===== src/inc/asp_regs.vh =====
/*
 * Register map, field positions, reset values and bit-timing constants of
 * the asynchronous serial port.
 * Assumes inclusion by bare name from design files that need these values.
 */
`ifndef ASP_REGS_VH
`define ASP_REGS_VH

// ============================================================================
// Register word indices (byte address = index * 4)
`define ASP_IDX_COMMAND      3'h0
`define ASP_IDX_CONTROL      3'h1
`define ASP_IDX_TX_DATA      3'h2
`define ASP_IDX_TX_STATUS    3'h3
`define ASP_IDX_RX_DATA      3'h4
`define ASP_IDX_RX_STATUS    3'h5

// ============================================================================
// Command register fields
`define ASP_CMD_CLK_SRC      7
`define ASP_CMD_RX_EN_B      6
`define ASP_CMD_PRESC_HI     5
`define ASP_CMD_PRESC_LO     3
`define ASP_CMD_PAR_SENSE    2
`define ASP_CMD_PAR_EN       1
`define ASP_CMD_WORD_LEN     0
`define ASP_CMD_RESET        8'h01

// ============================================================================
// Control register fields
`define ASP_CTL_ECHO         7
`define ASP_CTL_RX_EN_A      6
`define ASP_CTL_TX_EN        5
`define ASP_CTL_RX_INV       4
`define ASP_CTL_TX_INV       3
`define ASP_CTL_BAUD_HI      2
`define ASP_CTL_BAUD_LO      0
`define ASP_CTL_RESET        8'h05

// ============================================================================
// Status register fields
`define ASP_TXS_FULL         0
`define ASP_TXS_BUSY         1
`define ASP_RXS_FULL         0
`define ASP_RXS_BUSY         1
`define ASP_RXS_OVERRUN      2
`define ASP_RXS_FRAME        3
`define ASP_RXS_PARITY       4
`define ASP_RXS_START        5
`define ASP_DATA_RESET       8'h00

// ============================================================================
// Bit timing: periods counted in thirds of a prescaled oscillator edge
`define ASP_PHASE_STEP       10'h003
`define ASP_PER_RC_111       9'h030
`define ASP_PER_RC_110       9'h020
`define ASP_PER_RC_101       9'h040
`define ASP_PER_RC_100       9'h080
`define ASP_PER_XTAL_BASE    9'h015

`endif


===== src/asp_bit_timer.v =====
/*
 * Fractional bit timer: accumulates a fixed phase step per prescaled clock
 * tick and strobes once per bit period, keeping the remainder.
 * Assumes tick_i is a one-cycle pulse on clk_i.
 */
`timescale 1ns/1ps
`include "asp_regs.vh"

module asp_bit_timer (
    input  wire       clk_i,
    input  wire       rst_i,
    input  wire       tick_i,
    input  wire       run_i,
    input  wire       load_i,
    input  wire [8:0] preload_i,
    input  wire [8:0] period_i,
    output wire       strobe_o
);

    reg  [9:0] acc_r;
    reg        strobe_r;
    wire [9:0] sum;

    assign sum      = acc_r + `ASP_PHASE_STEP;
    assign strobe_o = strobe_r;

    // ========================================================================
    // Phase accumulator; remainder carried so non-integer ratios stay exact
    always @(posedge clk_i) begin
        if (rst_i) begin
            acc_r    <= 10'h000;
            strobe_r <= 1'b0;
        end else begin
            strobe_r <= 1'b0;
            if (load_i) begin
                acc_r <= {1'b0, preload_i};
            end else if (run_i && tick_i) begin
                if (sum >= {1'b0, period_i}) begin
                    acc_r    <= sum - {1'b0, period_i};
                    strobe_r <= 1'b1;
                end else begin
                    acc_r <= sum;
                end
            end
        end
    end

endmodule


===== src/asp_serial_port.v =====
/*
 * Full-duplex asynchronous serial port with baud select, reached over a
 * classic Wishbone slave with 32-bit data.
 * Assumes rc_clk_i and xtal_clk_i are oscillator clocks well below clk_i/2
 * and rx_i is an asynchronous pad; all three are synchronised here.
 */
`timescale 1ns/1ps
`include "asp_regs.vh"

module asp_serial_port (
    input  wire        clk_i,
    input  wire        rst_i,
    input  wire        wb_cyc_i,
    input  wire        wb_stb_i,
    input  wire        wb_we_i,
    input  wire [4:2]  wb_adr_i,
    input  wire [3:0]  wb_sel_i,
    input  wire [31:0] wb_dat_i,
    output wire [31:0] wb_dat_o,
    output wire        wb_ack_o,
    input  wire        rc_clk_i,
    input  wire        xtal_clk_i,
    input  wire        rx_i,
    output wire        tx_o,
    output wire [1:0]  irq_high_o
);

    localparam ST_IDLE  = 3'h0;
    localparam ST_START = 3'h1;
    localparam ST_DATA  = 3'h2;
    localparam ST_PAR   = 3'h3;
    localparam ST_STOP  = 3'h4;

    reg  [7:0]  cmd_r;
    reg  [7:0]  ctl_r;
    reg  [7:0]  tx_data_r;
    reg         tx_full_r;
    reg  [7:0]  rx_data_r;
    reg         rx_full_r;
    reg         ovr_r;
    reg         frm_err_r;
    reg         par_err_r;
    reg         st_err_r;
    reg         ack_r;
    reg  [31:0] dat_r;
    reg  [1:0]  irq_r;
    reg  [2:0]  rc_sync_r;
    reg  [2:0]  xt_sync_r;
    reg  [1:0]  rx_sync_r;
    reg  [7:0]  presc_cnt_r;
    reg         tick_r;
    reg  [2:0]  tx_st_r;
    reg  [7:0]  tx_sh_r;
    reg  [2:0]  tx_cnt_r;
    reg         tx_par_r;
    reg         tx_bit_r;
    reg         tx_out_r;
    reg  [2:0]  rx_st_r;
    reg  [7:0]  rx_sh_r;
    reg  [2:0]  rx_cnt_r;
    reg         rx_st_bad_r;
    reg         rx_par_r;
    reg  [8:0]  period;
    reg  [7:0]  rd_mux;

    wire        acc_en;
    wire        wr_en;
    wire        rd_en;
    wire        src_edge;
    wire [7:0]  presc_mask;
    wire        rx_line;
    wire        rx_enable;
    wire [2:0]  last_bit;
    wire        tx_load;
    wire        tx_strobe;
    wire        rx_strobe;
    wire        rx_begin;
    wire        rx_done;
    wire [7:0]  tx_word;
    wire [7:0]  rx_word;
    wire        rx_par_calc;

    // ========================================================================
    // Wishbone access: one access per request, ack one cycle after strobe
    assign acc_en   = wb_cyc_i & wb_stb_i & ~ack_r;
    assign wr_en    = acc_en & wb_we_i & wb_sel_i[0];
    assign rd_en    = acc_en & ~wb_we_i;
    assign wb_ack_o = ack_r;
    assign wb_dat_o = dat_r;

    // Read mux; unmapped words read as zero
    always @* begin
        case (wb_adr_i)
            `ASP_IDX_COMMAND:   rd_mux = cmd_r;
            `ASP_IDX_CONTROL:   rd_mux = ctl_r;
            `ASP_IDX_TX_DATA:   rd_mux = tx_data_r;
            `ASP_IDX_TX_STATUS: rd_mux = {6'h00, tx_st_r != ST_IDLE, tx_full_r};
            `ASP_IDX_RX_DATA:   rd_mux = rx_data_r;
            `ASP_IDX_RX_STATUS: rd_mux = {2'h0, st_err_r, par_err_r, frm_err_r, ovr_r,
                                          rx_st_r != ST_IDLE, rx_full_r};
            default:            rd_mux = 8'h00;
        endcase
    end

    // Bus handshake and configuration registers
    always @(posedge clk_i) begin
        if (rst_i) begin
            ack_r     <= 1'b0;
            dat_r     <= 32'h0000_0000;
            cmd_r     <= `ASP_CMD_RESET;
            ctl_r     <= `ASP_CTL_RESET;
            tx_data_r <= `ASP_DATA_RESET;
        end else begin
            ack_r <= acc_en;
            if (rd_en) begin
                dat_r <= {24'h00_0000, rd_mux};
            end
            if (wr_en && wb_adr_i == `ASP_IDX_COMMAND) begin
                cmd_r <= wb_dat_i[7:0];
            end
            if (wr_en && wb_adr_i == `ASP_IDX_CONTROL) begin
                ctl_r <= wb_dat_i[7:0];
            end
            if (wr_en && wb_adr_i == `ASP_IDX_TX_DATA) begin
                tx_data_r <= wb_dat_i[7:0];
            end
        end
    end

    // ========================================================================
    // Oscillator and pad synchronisers; third stage only for edge detection
    always @(posedge clk_i) begin
        if (rst_i) begin
            rc_sync_r <= 3'h0;
            xt_sync_r <= 3'h0;
            rx_sync_r <= 2'h3;
        end else begin
            rc_sync_r <= {rc_sync_r[1:0], rc_clk_i};
            xt_sync_r <= {xt_sync_r[1:0], xtal_clk_i};
            rx_sync_r <= {rx_sync_r[0], rx_i};
        end
    end

    // Source select then 2^code prescaler, one tick per divided edge
    assign src_edge   = cmd_r[`ASP_CMD_CLK_SRC] ? (xt_sync_r[1] & ~xt_sync_r[2])
                                                : (rc_sync_r[1] & ~rc_sync_r[2]);
    assign presc_mask = ~(8'hff << cmd_r[`ASP_CMD_PRESC_HI:`ASP_CMD_PRESC_LO]);

    always @(posedge clk_i) begin
        if (rst_i) begin
            presc_cnt_r <= 8'h00;
            tick_r      <= 1'b0;
        end else begin
            tick_r <= src_edge && ((presc_cnt_r & presc_mask) == presc_mask);
            if (src_edge) begin
                presc_cnt_r <= presc_cnt_r + 8'h01;
            end
        end
    end

    // Bit period in thirds of a tick; RC base is 614400 Hz after prescale.
    // Crystal needs 7 ticks per 2400 baud bit, hence the fixed rate error.
    always @* begin
        if (cmd_r[`ASP_CMD_CLK_SRC]) begin
            period = `ASP_PER_XTAL_BASE << (2'h3 - ctl_r[1:0]);
        end else begin
            case (ctl_r[`ASP_CTL_BAUD_HI:`ASP_CTL_BAUD_LO])
                3'h7:    period = `ASP_PER_RC_111;
                3'h6:    period = `ASP_PER_RC_110;
                3'h5:    period = `ASP_PER_RC_101;
                default: period = `ASP_PER_RC_100;
            endcase
        end
    end

    // ========================================================================
    // Transmitter
    assign last_bit  = cmd_r[`ASP_CMD_WORD_LEN] ? 3'h7 : 3'h6;
    assign tx_word   = cmd_r[`ASP_CMD_WORD_LEN] ? tx_data_r : {1'b0, tx_data_r[6:0]};
    assign tx_load   = (tx_st_r == ST_IDLE) & tx_full_r & ctl_r[`ASP_CTL_TX_EN];

    asp_bit_timer u_tx_timer (
        .clk_i     (clk_i),
        .rst_i     (rst_i),
        .tick_i    (tick_r),
        .run_i     (tx_st_r != ST_IDLE),
        .load_i    (tx_load),
        .preload_i (9'h000),
        .period_i  (period),
        .strobe_o  (tx_strobe)
    );

    // Holding flag: a write in the load cycle keeps it set
    always @(posedge clk_i) begin
        if (rst_i) begin
            tx_full_r <= 1'b0;
        end else begin
            tx_full_r <= (wr_en && wb_adr_i == `ASP_IDX_TX_DATA) | (tx_full_r & ~tx_load);
        end
    end

    // Frame sequencer; disabling transmit lets a running frame finish
    always @(posedge clk_i) begin
        if (rst_i) begin
            tx_st_r  <= ST_IDLE;
            tx_sh_r  <= 8'h00;
            tx_cnt_r <= 3'h0;
            tx_par_r <= 1'b0;
            tx_bit_r <= 1'b1;
        end else begin
            case (tx_st_r)
                ST_IDLE: begin
                    tx_bit_r <= 1'b1;
                    if (tx_load) begin
                        tx_sh_r  <= tx_word;
                        tx_par_r <= cmd_r[`ASP_CMD_PAR_SENSE] ? ^tx_word : ~^tx_word;
                        tx_bit_r <= 1'b0;
                        tx_st_r  <= ST_START;
                    end
                end
                ST_START: begin
                    if (tx_strobe) begin
                        tx_bit_r <= tx_sh_r[0];
                        tx_cnt_r <= 3'h0;
                        tx_st_r  <= ST_DATA;
                    end
                end
                ST_DATA: begin
                    if (tx_strobe) begin
                        if (tx_cnt_r == last_bit) begin
                            if (cmd_r[`ASP_CMD_PAR_EN]) begin
                                tx_bit_r <= tx_par_r;
                                tx_st_r  <= ST_PAR;
                            end else begin
                                tx_bit_r <= 1'b1;
                                tx_st_r  <= ST_STOP;
                            end
                        end else begin
                            tx_bit_r <= tx_sh_r[1];
                            tx_sh_r  <= {1'b0, tx_sh_r[7:1]};
                            tx_cnt_r <= tx_cnt_r + 3'h1;
                        end
                    end
                end
                ST_PAR: begin
                    if (tx_strobe) begin
                        tx_bit_r <= 1'b1;
                        tx_st_r  <= ST_STOP;
                    end
                end
                ST_STOP: begin
                    if (tx_strobe) begin
                        tx_st_r <= ST_IDLE;
                    end
                end
                default: tx_st_r <= ST_IDLE;
            endcase
        end
    end

    // Pad driver: echo bypasses the shifter and uses the synchronised pad level, without receive inversion
    always @(posedge clk_i) begin
        if (rst_i) begin
            tx_out_r <= 1'b1;
        end else if (ctl_r[`ASP_CTL_ECHO]) begin
            tx_out_r <= rx_sync_r[1] ^ ctl_r[`ASP_CTL_TX_INV];
        end else begin
            tx_out_r <= tx_bit_r ^ ctl_r[`ASP_CTL_TX_INV];
        end
    end
    assign tx_o = tx_out_r;

    // ========================================================================
    // Receiver
    assign rx_line   = rx_sync_r[1] ^ ctl_r[`ASP_CTL_RX_INV];
    assign rx_enable = cmd_r[`ASP_CMD_RX_EN_B] | ctl_r[`ASP_CTL_RX_EN_A];
    assign rx_begin  = (rx_st_r == ST_IDLE) & rx_enable & ~rx_line;
    assign rx_done   = (rx_st_r == ST_STOP) & rx_strobe;
    assign rx_word   = cmd_r[`ASP_CMD_WORD_LEN] ? rx_sh_r : {1'b0, rx_sh_r[6:0]};
    assign rx_par_calc = cmd_r[`ASP_CMD_PAR_SENSE] ? ^rx_word : ~^rx_word;

    // Half-period preload puts every sample at mid-bit
    asp_bit_timer u_rx_timer (
        .clk_i     (clk_i),
        .rst_i     (rst_i),
        .tick_i    (tick_r),
        .run_i     (rx_st_r != ST_IDLE),
        .load_i    (rx_begin),
        .preload_i ({1'b0, period[8:1]}),
        .period_i  (period),
        .strobe_o  (rx_strobe)
    );

    // Frame sequencer; stop sample ends the frame and hands the word over
    always @(posedge clk_i) begin
        if (rst_i) begin
            rx_st_r     <= ST_IDLE;
            rx_sh_r     <= 8'h00;
            rx_cnt_r    <= 3'h0;
            rx_st_bad_r <= 1'b0;
            rx_par_r    <= 1'b0;
        end else begin
            case (rx_st_r)
                ST_IDLE: begin
                    if (rx_begin) begin
                        rx_sh_r <= 8'h00;
                        rx_st_r <= ST_START;
                    end
                end
                ST_START: begin
                    if (rx_strobe) begin
                        rx_st_bad_r <= rx_line;
                        rx_cnt_r    <= 3'h0;
                        rx_st_r     <= ST_DATA;
                    end
                end
                ST_DATA: begin
                    if (rx_strobe) begin
                        rx_sh_r[rx_cnt_r] <= rx_line;
                        rx_cnt_r          <= rx_cnt_r + 3'h1;
                        if (rx_cnt_r == last_bit) begin
                            rx_st_r <= cmd_r[`ASP_CMD_PAR_EN] ? ST_PAR : ST_STOP;
                        end
                    end
                end
                ST_PAR: begin
                    if (rx_strobe) begin
                        rx_par_r <= rx_line;
                        rx_st_r  <= ST_STOP;
                    end
                end
                ST_STOP: begin
                    if (rx_strobe) begin
                        rx_st_r <= ST_IDLE;
                    end
                end
                default: rx_st_r <= ST_IDLE;
            endcase
        end
    end

    // Receive holding and status; setting events win over software clears
    always @(posedge clk_i) begin
        if (rst_i) begin
            rx_data_r <= `ASP_DATA_RESET;
            rx_full_r <= 1'b0;
            ovr_r     <= 1'b0;
            frm_err_r <= 1'b0;
            par_err_r <= 1'b0;
            st_err_r  <= 1'b0;
        end else begin
            rx_full_r <= rx_done | (rx_full_r & ~(rd_en && wb_adr_i == `ASP_IDX_RX_DATA));
            ovr_r     <= (rx_done & rx_full_r) |
                         (ovr_r & ~(wr_en && wb_adr_i == `ASP_IDX_RX_STATUS));
            if (rx_done) begin
                rx_data_r <= rx_word;
                frm_err_r <= ~rx_line;
                par_err_r <= cmd_r[`ASP_CMD_PAR_EN] & (rx_par_r != rx_par_calc);
                st_err_r  <= rx_st_bad_r;
            end
        end
    end

    // ========================================================================
    // Interrupt lines: pulse on holding drain and on new received word
    always @(posedge clk_i) begin
        if (rst_i) begin
            irq_r <= 2'h0;
        end else begin
            irq_r <= {tx_load, rx_done};
        end
    end
    assign irq_high_o = irq_r;

endmodule

===== config.mk =====
export PLATFORM = sky130hd
export DESIGN_NAME = asp_serial_port
export DESIGN_NICKNAME = d
export VERILOG_FILES = /design/src/asp_bit_timer.v /design/src/asp_serial_port.v
export VERILOG_INCLUDE_DIRS = /design/src /design/src/inc
export SDC_FILE = /design/constraint.sdc
export NUM_CORES = 1
export LEC_CHECK = 0
export ABC_AREA = 1
export BUFFER_PORTS_ARGS = -buffer_cell sky130_fd_sc_hd__buf_2
export CORE_ASPECT_RATIO = 0.7
export CORE_UTILIZATION = 61
export DETAILED_ROUTE_END_ITERATION = 10
export GPL_TIMING_DRIVEN = 1
export PLACE_DENSITY_LB_ADDON = 0.2
export SETUP_SLACK_MARGIN = 0.1
export SKIP_CTS_REPAIR_TIMING = 1
export SLEW_MARGIN = 10
export SYNTH_ARGS = -nofsm -noshare
export SYNTH_HDL_FRONTEND = slang
export SYNTH_SLANG_ARGS = --single-unit

===== constraint.sdc =====
create_clock -name clk_i -period 5.5 [get_ports clk_i]
set_clock_uncertainty 0.2 [all_clocks]
set_input_delay 0.275 -clock clk_i [delete_from_list [all_inputs] [get_ports clk_i]]
set_output_delay 0.275 -clock clk_i [all_outputs]
set_load 0.01 [all_outputs]

# Word-level counts from Yosys, hierarchy flattened
# Index checks and enable logic that the tools add are counted.
[op_classes] addsub=8 n_lt_le_gt_ge=4 eq_ne=33 shift=2 n_mux=53 bitwise=36 n_reduce_logical=38
[ops] op="2-to-1 mux 8 bit" n=9
[ops] op="2-to-1 mux 3 bit" n=16
[ops] op="case mux 8 bit (6 select lines)" n=1
[ops] op="case mux 8 bit (2 select lines)" n=2
[ops] op="case mux 3 bit (5 select lines)" n=2
[ops] op="case mux 8 bit (3 select lines)" n=1
[ops] op="equality test 3 bit (second input constant)" n=7
[ops] op="adder 10 x 2 -> 10 bit (second input constant)" n=2
[ops] op=">= comparator 10 x 9 -> 1 bit" n=2
[ops] op="2-to-1 mux 10 bit" n=2
[ops] op="subtractor 10 x 9 -> 10 bit" n=2
[ops] op="equality test 3 x 2 -> 1 bit (second input constant)" n=6
[ops] op="bitwise AND 1 bit" n=17
[ops] op="inequality test 2 x 1 -> 1 bit (second input constant)" n=8
[ops] op="XNOR reduction 8 bit" n=2
[ops] op="XOR reduction 8 bit" n=2
[ops] op="2-to-1 mux 1 bit" n=14
[ops] op="case mux 3 bit (2 select lines)" n=2
[ops] op="AND reduction 4 bit" n=3
[ops] op="AND reduction 6 bit" n=2
[ops] op="inequality test 2 bit (second input constant)" n=5
[ops] op="NOT 1 bit" n=10
[ops] op="nonzero test 2 bit" n=5
[ops] op="equality test 3 x 1 -> 1 bit (second input constant)" n=3
[ops] op="26 further kinds" n=49
[totals] regBits=121 inputBits=47 out_inout_bits=36 elab_cells=208

# Longest topological paths before layout
# Gate-level depths: netlist of the first run.
[logic_depth] ltp_word=8 mapped_depth=19 ltp_nobuf=19

# Hierarchy
# A second synthesis of the first run with hierarchy kept.
[unflattened] hier_cells=1126 hier_area_um2=7511.0
[modules_own_cells] mod="asp_serial_port" instances=1 cells_per_inst=684 area_per_inst_um2=4780.8 seq_area_each_um2=1961.9
[modules_own_cells] mod="asp_bit_timer" instances=2 cells_per_inst=221 area_per_inst_um2=1365.1 seq_area_each_um2=220.2

# Worst setup path before layout of the first run
# OpenSTA, ideal clock, no wires.
[synth_path] path_type="reg-to-reg" from="register u_tx_timer.acc_r[0]" to="register u_tx_timer.acc_r[0]" setup_time_ns=0.113 arrival_ns=2.581 t_required_ns=5.187 path_slack_ns=2.606 path_stages_with_launch=19 n_path_buf=0 period_less_slack_ns=2.894 path_cell_list="dfxtp_1 inv_1 ha_1 or2_2 nor2_1 nand2_1 xor2_1 inv_1 ha_1 nand2_1 inv_1 nand2_1 nand2_1 a21oi_1 nand2_1 nor2_4 o21ai_0 o21ai_1 inv_1"
[synth_between] elab_chain_cells=3 elab_cells_between_ends=4 cone_classes="add/sub (2); order compare (1); mux (1)"
[synth_lines] item="start: declaration" line_no="asp_bit_timer.v:20" rtl="reg [9:0] acc_r;"
[synth_lines] item="start signal: assignment" line_no="asp_bit_timer.v:36" rtl="acc_r <= {1'b0, preload_i};"
[synth_lines] item="start signal: assignment" line_no="asp_bit_timer.v:39" rtl="acc_r <= sum - {1'b0, period_i};"
[synth_lines] item="start signal: assignment" line_no="asp_bit_timer.v:42" rtl="acc_r <= sum;"
[synth_lines] item="adder 10 x 2 -> 10 bit (no line) (*)"
[synth_lines] item="subtractor 10 x 9 -> 10 bit / >= comparator 10 x 9 -> 1 bit (equally long branches)" line_no="asp_bit_timer.v:39, asp_bit_timer.v:38"
[synth_lines] item="2-to-1 mux 10 bit (*)" line_no="asp_bit_timer.v:38" rtl="if (sum >= {1'b0, period_i}) begin"
# Every way passes the cells marked *; elsewhere a longest branch is shown, timed or not.
# A chain may end at the register's enable or synchronous reset.

# Worst setup path in the final report of the first run
[layout_path] from="register u_tx_timer.acc_r[0]" to="register u_tx_timer.acc_r[4]"
# Same word-level chain as after synthesis.

==> results.py, run 1 <==
metrics = {
    "worst_setup_path": {
        "r2r_slack_ns": 2.03,
        "cpPeakStageDelay_ns": 0.37,
        "cp_common_cell": "nand2_1",
        "crit_path_end_kind": "register",
        "path_class": "register to register",
        "worstPathArrival_ns": 3.58,
        "critPathMaxFanout": 8,
        "cp_slowest_cell": "a21oi_1",
        "cp_cell_sequence": "inv_1, ha_1, or2_2, nor2_1, nand2_1, xor2_1, inv_1, ha_1, nand2_1, inv_1, nand2_1, nand2_1, a21oi_1, nand3_1, nand2_1, o21ai_0, o21ai_0, inv_1",
        "required_ns": 5.61,
        "start_kind": "register",
    },
    "route": {
        "routed_wirelength_mm": 17.39,
        "ant_nets": 0,
        "firstDrtPassIters": 7,
        "drc_errors": 0,
        "drt_iter0_drc": 708,
        "viasPerCell": 5.598,
        "vias": 6745,
        "wl_per_cell_um": 14.43,
    },
    "finish": {
        "post_route_cells_drive_above_1_share": 0.07852,
        "final_common_cell": "nand2_1",
        "num_antenna_cells": 0,
        "nets": 1115,
        "final_cells": 1205,
        "final_core_util": 0.7273,
        "nFillCells": 894,
        "area.growth.synth_to_final_pct": 12.63,
        "top_regs": "u_rx_timer.acc_r: 10 flops, u_tx_timer.acc_r: 10 flops",
        "final_cell_mix": "nand2_1 (194), inv_1 (144), dfxtp_1 (120), o21ai_0 (107), a21oi_1 (101)",
    },
    "timing": {
        "fin_hold_ws_ns": -0.004761,
        "finalCritPeriodShare": 0.6317,
        "rsz0062_at_grt": "false",
        "setup_tns_ns": 0,
        "worst_pin_slew_ns": 0.9504,
        "setup_slack_ns": 2.026,
        "finalSetupViolations": 0,
        "fmax_mhz": 287.8,
        "finalCriticalPeriod_ns": 3.474,
        "relSlewSlack": 0.3664,
        "finalHoldViolCount": 1,
        "slew_viol_final": 0,
    },
    "run_status": {
        "status": "finished with violations",
        "violations": "negative hold slack",
    },
    "power_and_ir_drop": {
        "p_leak_nw": 3.369,
        "peakVddDrop_uv": 315.5,
        "power_density_nw_per_um2": 303.8,
    },
    "hold_path": {
        "worstHoldPathType": "input port to register",
    },
    "floorplanning": {
        "core_area_um2": 10630,
        "dieWidth_um": 128.8,
        "placementRows": 31,
        "fp.dieArea_um2": 11690,
        "initial_core_util": 0.6457,
        "die_h_um": 90.75,
        "io_pins": 83,
    },
    "clocking": {
        "cts_made_buffers": 17,
        "cts.root.buffer_cell": "clkbuf_16",
        "cts.sink_count": 120,
        "clk_latency_ns": 0.41,
        "cts_htree_levels": 4,
        "cts_tree": "built",
        "ctsLongestPathBuffers": 2,
        "clk_pin_slew_worst_paths_ns": 0.06,
    },
    "placement": {
        "dp_hpwl_mm": 12.25,
        "place.gp.congestion": 0.9063,
        "numPlacedInstances": 1165,
        "io_buffers": 31,
        "pre_cts_slack_ns": 2.146,
    },
    "global_route": {
        "grt_pass1_vias": 5915,
        "grt_start_max_net_pins": 62,
        "grt_pass1_wl_mm": 29.02,
        "grt_antenna_before_repair": 0,
        "grt_overflow": 0,
        "grt.total_usage": 0.3166,
    },
    "synth": {
        "synth_edf_count": 0,
        "synth_area_leaders": "dfxtp_1 (35%), nand2_1 (11%), inv_1 (7.9%)",
        "yosys_warnings": 0,
        "ys_seq_elements": 120,
        "yosys.cell_types.count": 45,
        "synth_top_area_cell": "dfxtp_1",
        "synthArstFlopShare": 0,
        "synth_top_area_frac": 0.3500,
        "seq_area_frac_synth": 0.3500,
        "netlist_area_um2": 6863,
        "syn_inst": 1008,
        "synthFlopType": "dfxtp_1",
        "syn_avg_cell_area_um2": 6.808,
    },
    "job": {
        "drv_cap": 0,
    },
}
[cells in the mapped netlist (all sizes together), types with 2 or more instances]
cell type and number:
nand2 198, inv 147, dfxtp 120, o21ai 111, a21oi 101, nor2 96, nand3 57, buf 30
ha 21, xor2 19, clkbuf 17, xnor2 15, o22ai 12, a31oi 11, nor3 11, o211ai 7
nand4 6, or2 5, o221ai 4, clkinv 3, nand3b 3, a21boi 2, a21o 2, a221oi 2
fa 2
[worst max-delay path, delay by kind of cell, from the launching register on]
kind | cells | cell delay (ns)
AND/OR/NAND/NOR | 8 | 1.19
AO/OA/AOI/OAI | 3 | 0.65
adder cells (fa/ha/maj) | 2 | 0.58
flip-flops | 1 | 0.36
buffers and inverters | 4 | 0.25
XOR/XNOR | 1 | 0.13
[cells by family after synthesis]
kind of cell / count (synthesis) / share of synthesized area
buffers and inverters: 197 / 0.1225
and+or+nand+nor: 377 / 0.2370
other: 1 / 0.0005464
DFF: 120 / 0.3500
AOI/OAI and AO/OA: 255 / 0.1998
muxes: 1 / 0.001459
xor gates and xnor gates: 34 / 0.04449
adders and majority gates: 23 / 0.04412
[metrics by stage]
step | power (mW) | instance area, um^2
floorplan | 1.135 | 6949
global placement | 1.184 | 7027
detailed placement | 1.188 | 7027
CTS | 2.346 | 7640
global route | 2.437 | 7730
finish | 2.348 | 7730
[final cells by class]
cell class                      instances  area [um^2]  share of cell area
Clock buffer                           23        467.9             0.06054
Tap cell                              148        185.2             0.02396
Timing Repair Buffer                   42        260.3             0.03367
Inverter                              150        563.0             0.07284
Sequential cell                       120         2402              0.3108
Clock inverter                          8        145.1             0.01878
Multi-Input combinational cell        714         3706              0.4794
[routing by layer]
metal / global-route usage / vias up / part of all wire
met1: 0.4728 / 3052 / 0.48
met2: 0.4568 / 338 / 0.42
met5: 0 / - / 0
met3: 0.06220 / 29 / 0.091
li1: - / 3326 / -
met4: 0.08627 / 0 / 0.013
[worst paths after layout]
| check | endpoint | depth (start not counted) | from |
|---|---|---|---|
| worst max-delay path | u_tx_timer.acc_r[4] | 18 | u_tx_timer.acc_r[0] |
| worst min register to register | rc_sync_r[1] | 2 | rc_sync_r[0] |
| worst min-delay path | cmd_r[6] | 3 | wb_dat_i[6] |
| worst max register to register | u_tx_timer.acc_r[4] | 18 | u_tx_timer.acc_r[0] |
[power breakdown]
group | internal, mW | leakage, nW | switching (mW)
logic | 0.0816 | 2.11 | 0.198
registers | 0.889 | 0.969 | 0.0161
clock network | 0.778 | 0.293 | 0.386
total | 1.75 | 3.37 | 0.600
Power figures use the tool's default switching activity.
==> run 2, diff against run 1 <==
--- a/config.mk
+++ b/config.mk
@@ -9,7 +9,7 @@
 export ABC_AREA = 1
 export BUFFER_PORTS_ARGS = -buffer_cell sky130_fd_sc_hd__buf_2
 export CORE_ASPECT_RATIO = 0.7
-export CORE_UTILIZATION = 61
+export CORE_UTILIZATION = 59
 export DETAILED_ROUTE_END_ITERATION = 10
 export GPL_TIMING_DRIVEN = 1
 export PLACE_DENSITY_LB_ADDON = 0.2
==> constraint.sdc (replaced) <==
create_clock -name clk_i -period 3.37 [get_ports clk_i]
set_clock_uncertainty 0.2 [all_clocks]
set_input_delay 0.1685 -clock clk_i [delete_from_list [all_inputs] [get_ports clk_i]]
set_output_delay 0.1685 -clock clk_i [all_outputs]
set_load 0.01 [all_outputs]
==> run 2 against run 1 <==
Net effect: the flow now finishes without violations; register-to-register slack got worse by 1.7 ns; sequential cell count did not move; cell count rose by 0.91%; critical path depth did not move; global-route usage fell by 1.9 points; wire length fell by 1.9%; sequential power rose by 64%; combinational power rose by 60%; die area rose by 3.3%; setup slack got worse by 1.7 ns; final area rose by 1.3%.
==> results.py, run 2 (synthesis results as in run 1) <==
metrics = {
    "power_and_ir_drop": {
        "p_leak_nw": 3.409,
        "fin_total_pwr_mw": 3.843,
        "power_density_nw_per_um2": 490.6,
        "peakVddDrop_uv": 352.0,
    },
    "finish": {
        "top_regs": "u_rx_timer.acc_r: 10 flops, u_tx_timer.acc_r: 10 flops",
        "final_common_cell": "nand2_1",
        "seqCellArea_um2": 2402,
        "num_antenna_cells": 0,
        "final_area_um2": 7834,
        "nets": 1122,
        "area.growth.synth_to_final_pct": 14.15,
        "nFillCells": 957,
        "post_route_cells_drive_above_1_share": 0.08561,
        "multiInputGateArea_um2": 3735,
        "final_cell_mix": "nand2_1 (194), inv_1 (144), dfxtp_1 (120), o21ai_0 (107), a21oi_1 (100)",
        "final_cells": 1216,
        "final_core_util": 0.7013,
    },
    "timing": {
        "fin_hold_ws_ns": 0.02225,
        "finalCritPeriodShare": 0.9006,
        "finalHoldViolCount": 0,
        "relSlewSlack": 0.5565,
        "fmax_mhz": 329.5,
        "finalCriticalPeriod_ns": 3.035,
        "setup_tns_ns": 0,
        "finalSetupViolations": 0,
        "setup_slack_ns": 0.3348,
        "worst_pin_slew_ns": 0.6628,
        "rsz0062_at_grt": "true",
        "slew_viol_final": 0,
    },
    "floorplanning": {
        "fp.dieArea_um2": 12070,
        "placementRows": 32,
        "core_area_um2": 11170,
        "die_h_um": 92.24,
        "io_pins": 83,
        "dieWidth_um": 130.9,
        "initial_core_util": 0.6144,
    },
    "job": {
        "drv_cap": 0,
    },
    "placement": {
        "numPlacedInstances": 1173,
        "dpl_cell_area_um2": 7056,
        "dp_hpwl_mm": 12.18,
        "io_buffers": 31,
        "place.gp.congestion": 0.9445,
        "pre_cts_slack_ns": 0.2776,
    },
    "clocking": {
        "clk_latency_ns": 0.41,
        "ctsLongestPathBuffers": 2,
        "cts.root.buffer_cell": "clkbuf_16",
        "clk_pin_slew_worst_paths_ns": 0.05,
        "cts.sink_count": 120,
        "cts_made_buffers": 17,
        "cts_htree_levels": 4,
        "cts_tree": "built",
    },
    "worst_setup_path": {
        "start_kind": "register",
        "worstPathArrival_ns": 3.15,
        "crit_buf_inv": 4,
        "crit_family": "simple AND/OR/NAND/NOR gates",
        "path_class": "register to register",
        "required_ns": 3.48,
        "crit_start": "u_tx_timer.acc_r[0]",
        "r2r-start": "u_tx_timer.acc_r[0]",
        "cp_slowest_cell": "dfxtp_1",
        "cp_common_cell": "nand2_1",
        "cpPeakStageDelay_ns": 0.35,
        "cp_cell_sequence": "inv_1, ha_1, or2_2, nor2_1, nand2_1, xor2_1, inv_1, ha_4, nand2_1, inv_1, nand2_1, nand2_1, a21oi_2, nand2_1, nor2_4, o21ai_0, o21ai_1, inv_1",
        "r2r_slack_ns": 0.33,
        "crit_path_end_kind": "register",
        "critPathMaxFanout": 10,
    },
    "route": {
        "routed_wirelength_mm": 17.06,
        "wl_per_cell_um": 14.03,
        "drc_errors": 0,
        "firstDrtPassIters": 6,
        "ant_nets": 0,
        "drt_iter0_drc": 506,
        "vias": 6637,
        "viasPerCell": 5.458,
    },
    "global_route": {
        "grt_start_max_net_pins": 47,
        "grt.total_usage": 0.2979,
        "grt_overflow": 0,
        "grt_pass1_vias": 5819,
        "grt_pass1_wl_mm": 27.70,
        "grt_antenna_before_repair": 0,
    },
    "hold_path": {
        "worstHoldPathType": "input port to register",
        "min-delay-start": "wb_we_i",
    },
    "run_status": {
        "status": "finished clean",
    },
}
run 2: layout make-up:
class / count / share of cell area
Multi-Input combinational cell: 714 / 0.4768
Timing Repair Buffer: 49 / 0.04121
Sequential cell: 120 / 0.3067
Inverter: 150 / 0.07187
Clock buffer: 22 / 0.06053
Clock inverter: 8 / 0.01853
Tap cell: 153 / 0.02444
run 2: power breakdown:
group	switching [mW]	internal (mW)	total, mW
registers	0.0256	1.45	1.48
logic	0.309	0.138	0.447
clock network	0.635	1.28	1.92
total	0.970	2.87	3.84
run 2: tightest hold or removal path, cell delays in order:
cell	delay, ns
buf_2	0.09
nor2_1	0.15
o31ai_1	0.11
a21oi_1	0.06
run 2: routing by layer:
layer / GRT usage / part of all wire / routed length, um / up-vias
met5: 0 / 0 / 0 / -
met2: 0.4396 / 0.43 / 7372 / 271
met4: 0.09291 / 0.017 / 292 / 0
met1: 0.4207 / 0.46 / 7924 / 2984
li1: - / - / - / 3347
met3: 0.07585 / 0.086 / 1475 / 35
run 2: worst paths after layout:
kind,cells after the start,end
max,18,u_tx_timer.acc_r[0]
max reg2reg,18,u_tx_timer.acc_r[0]
min reg2reg,2,rc_sync_r[1]
min,4,wb_dat_o[1]
==> run 3, diff against run 2 <==
--- a/config.mk
+++ b/config.mk
@@ -6,12 +6,12 @@
 export SDC_FILE = /design/constraint.sdc
 export NUM_CORES = 1
 export LEC_CHECK = 0
-export ABC_AREA = 1
+export ABC_AREA = 0
 export BUFFER_PORTS_ARGS = -buffer_cell sky130_fd_sc_hd__buf_2
 export CORE_ASPECT_RATIO = 0.7
 export CORE_UTILIZATION = 59
 export DETAILED_ROUTE_END_ITERATION = 10
-export GPL_TIMING_DRIVEN = 1
+export GPL_TIMING_DRIVEN = 0
 export PLACE_DENSITY_LB_ADDON = 0.2
 export SETUP_SLACK_MARGIN = 0.1
 export SKIP_CTS_REPAIR_TIMING = 1
==> run 3 against run 2 <==
Net effect: area after synthesis up 1.4%; wire length rose by 11%; highest routed layer unchanged; largest power group unchanged; largest cell class unchanged; worst hold slack worse by 0.011 ns; global-route usage is 1.4 points higher; sequential cell count unchanged; clock-buffer cell count unchanged; critical endpoint is now u_tx_timer.acc_r[9]; combinational power shrank 59%.
==> results.py, run 3 <==
metrics = {
    "timing": {
        "finalCritPeriodShare": 0.9506,
        "rsz0062_at_grt": "true",
        "setup_tns_ns": 0,
        "worst_pin_slew_ns": 0.8139,
        "slew_viol_final": 0,
        "finalCriticalPeriod_ns": 3.204,
        "finalHoldViolCount": 0,
        "finalSetupViolations": 0,
        "fmax_mhz": 312.1,
        "relSlewSlack": 0.4534,
    },
    "worst_setup_path": {
        "worstPathArrival_ns": 3.33,
        "path_class": "register to register",
        "crit_path_end_kind": "register",
        "required_ns": 3.49,
        "critPathMaxFanout": 6,
        "r2r_slack_ns": 0.17,
        "worstRegToRegCells": 12,
        "regToRegEndpoint": "u_tx_timer.acc_r[9]",
        "start_kind": "register",
        "r2r-start": "u_tx_timer.acc_r[0]",
        "crit_start": "u_tx_timer.acc_r[0]",
    },
    "global_route": {
        "grt_start_max_net_pins": 17,
        "grt_pass1_vias": 6090,
        "grt_pass1_wl_mm": 30.10,
        "grt.total_usage": 0.3124,
        "grt_overflow": 0,
        "grt_antenna_before_repair": 0,
    },
    "hold_path": {
        "min-delay-start": "wb_we_i",
        "min_path_cells": 4,
        "hold_path_end": "wb_dat_o[3]",
        "worstHoldPathType": "input port to register",
    },
    "finish": {
        "post_route_cells_drive_above_1_share": 0.1561,
        "final_cells": 1088,
        "nets": 993,
        "num_antenna_cells": 0,
        "area.growth.synth_to_final_pct": 17.85,
        "top_regs": "u_rx_timer.acc_r: 10 flops, u_tx_timer.acc_r: 10 flops",
        "final_area_um2": 8202,
        "final_cell_mix": "dfxtp_1 (115), nor2_1 (111), a21oi_1 (71), nand2_1 (59), mux2i_1 (42)",
        "final_common_cell": "dfxtp_1",
    },
    "clocking": {
        "cts_htree_levels": 4,
        "cts_tree": "built",
        "clk_pin_slew_worst_paths_ns": 0.06,
        "clk_latency_ns": 0.42,
        "cts.root.buffer_cell": "clkbuf_16",
        "cts.sink_count": 120,
        "cts_made_buffers": 17,
        "ctsLongestPathBuffers": 2,
    },
    "synth": {
        "syn_avg_cell_area_um2": 8.324,
        "yosys_warnings": 0,
        "synth_edf_count": 0,
        "seq_area_frac_synth": 0.3452,
        "synth.most_common_cell": "dfxtp_1",
        "netlist_area_um2": 6959,
        "synthArstFlopShare": 0,
        "synthTopCellsByCount": "dfxtp_1 (120), nor2_1 (113), a21oi_1 (72), nand2_1 (61), mux2i_1 (42)",
        "syn_inst": 836,
        "yosys.cell_types.count": 72,
        "synthFlopType": "dfxtp_1",
        "ys_seq_elements": 120,
        "synth_top_area_frac": 0.3452,
        "synth_top_area_cell": "dfxtp_1",
        "synth_area_leaders": "dfxtp_1 (35%), nor2_1 (6.1%), mux2i_1 (6.0%)",
    },
    "route": {
        "firstDrtPassIters": 5,
        "routed_wirelength_mm": 18.91,
        "vias": 6535,
        "drc_errors": 0,
        "wl_per_cell_um": 17.38,
        "viasPerCell": 6.006,
        "ant_nets": 0,
        "drt_iter0_drc": 571,
    },
    "floorplanning": {
        "die_h_um": 92.87,
        "fp.dieArea_um2": 12240,
        "io_pins": 83,
        "dieWidth_um": 131.8,
        "placementRows": 32,
        "core_area_um2": 11250,
        "initial_core_util": 0.6185,
    },
    "placement": {
        "dp_hpwl_mm": 13.30,
        "numPlacedInstances": 1040,
        "place.gp.congestion": 0.9504,
        "dpl_cell_area_um2": 7377,
        "io_buffers": 28,
    },
    "run_status": {
        "status": "finished clean",
    },
    "power_and_ir_drop": {
        "power_density_nw_per_um2": 420.2,
        "p_leak_nw": 3.122,
        "peakVddDrop_uv": 365.1,
        "fin_total_pwr_mw": 3.446,
    },
    "job": {
        "drv_cap": 0,
    },
}
[run 3: cell count changes after synthesis, moves of 26 or more]
cell / change
nor2b_1: +26
o21ai_0: -67
nand2_1: -133
a21oi_1: -29
mux2i_1: +41
nand3_1: -44
inv_1: -119
[run 3: cell families (layout without fill, tap and decap cells)]
logic type | count (synthesis) | in the layout | synth area share
other | 1 | 24 | 0.0005389
xor gates and xnor gates | 51 | 51 | 0.06419
AOI/OAI and AO/OA | 212 | 212 | 0.1983
adders and majority gates | 23 | 23 | 0.04351
muxes | 48 | 48 | 0.07857
DFF | 120 | 120 | 0.3452
and+or+nand+nor | 288 | 288 | 0.2035
buffers and inverters | 93 | 169 | 0.06616
[run 3: layout make-up]
type | count | area [um^2]
Clock inverter | 9 | 123.9
Sequential cell | 120 | 2414
Multi-Input combinational cell | 646 | 4240
Timing Repair Buffer | 45 | 300.3
Inverter | 25 | 93.84
Clock buffer | 22 | 464.2
Fill cell | 874 | 3049
Tap cell | 153 | 191.4
Buffer | 68 | 374.1
[run 3: power by group]
| part | switching (mW) | internal (mW) | leakage [nW] |
|---|---|---|---|
| Clock | 0.635 | 1.19 | 0.293 |
| Sequential | 0.00793 | 1.43 | 0.971 |
| Combinational | 0.107 | 0.0742 | 1.86 |
| Total | 0.751 | 2.70 | 3.12 |
[run 3: worst max-delay path, cell delays in order (launching register included)]
cell and delay [ns]:
dfxtp_4 0.38, inv_1 0.05, ha_1 0.21, and3b_2 0.29
xor2_1 0.26, ha_1 0.33, or2_2 0.28, a21oi_1 0.21
a311oi_1 0.10, o21ai_0 0.33, and4b_1 0.28, o211ai_1 0.09
o31ai_1 0.11
[run 3: worst max-delay path by stage]
stage / slack (ns) / cells after the start / to
finish: 0.17 / 12 / u_tx_timer.acc_r[9]
global route: 0.07 / 13 / u_rx_timer.acc_r[0]
CTS: -0.27 / 13 / u_rx_timer.acc_r[7]
detailed placement: -0.26 / 13 / u_rx_timer.acc_r[7]
global placement: -0.10 / 13 / u_rx_timer.acc_r[7]
floorplan: 0.31 / 14 / u_rx_timer.acc_r[8]
[run 3: per-layer routing]
metal | track usage | vias to the layer above | wire length, um
met5 | 0 | - | 0
met2 | 0.4903 | 346 | 8508
met3 | 0.08155 | 45 | 1700
li1 | - | 3072 | -
met4 | 0.1279 | 0 | 397
met1 | 0.4083 | 3072 | 8304
[run 3: stage by stage]
stage | utilization | setup WS [ns] | hold slack [ns]
after detailed placement | 0.6557 | -0.2562 | 0.1919
after CTS | 0.7080 | -0.2675 | -0.2329
after global placement | 0.6557 | -0.1016 | 0.1788
after global routing | 0.7290 | 0.06638 | 0.01945
after floorplan | - | 0.3088 | 0.07231
final | 0.7290 | 0.1664 | 0.01113
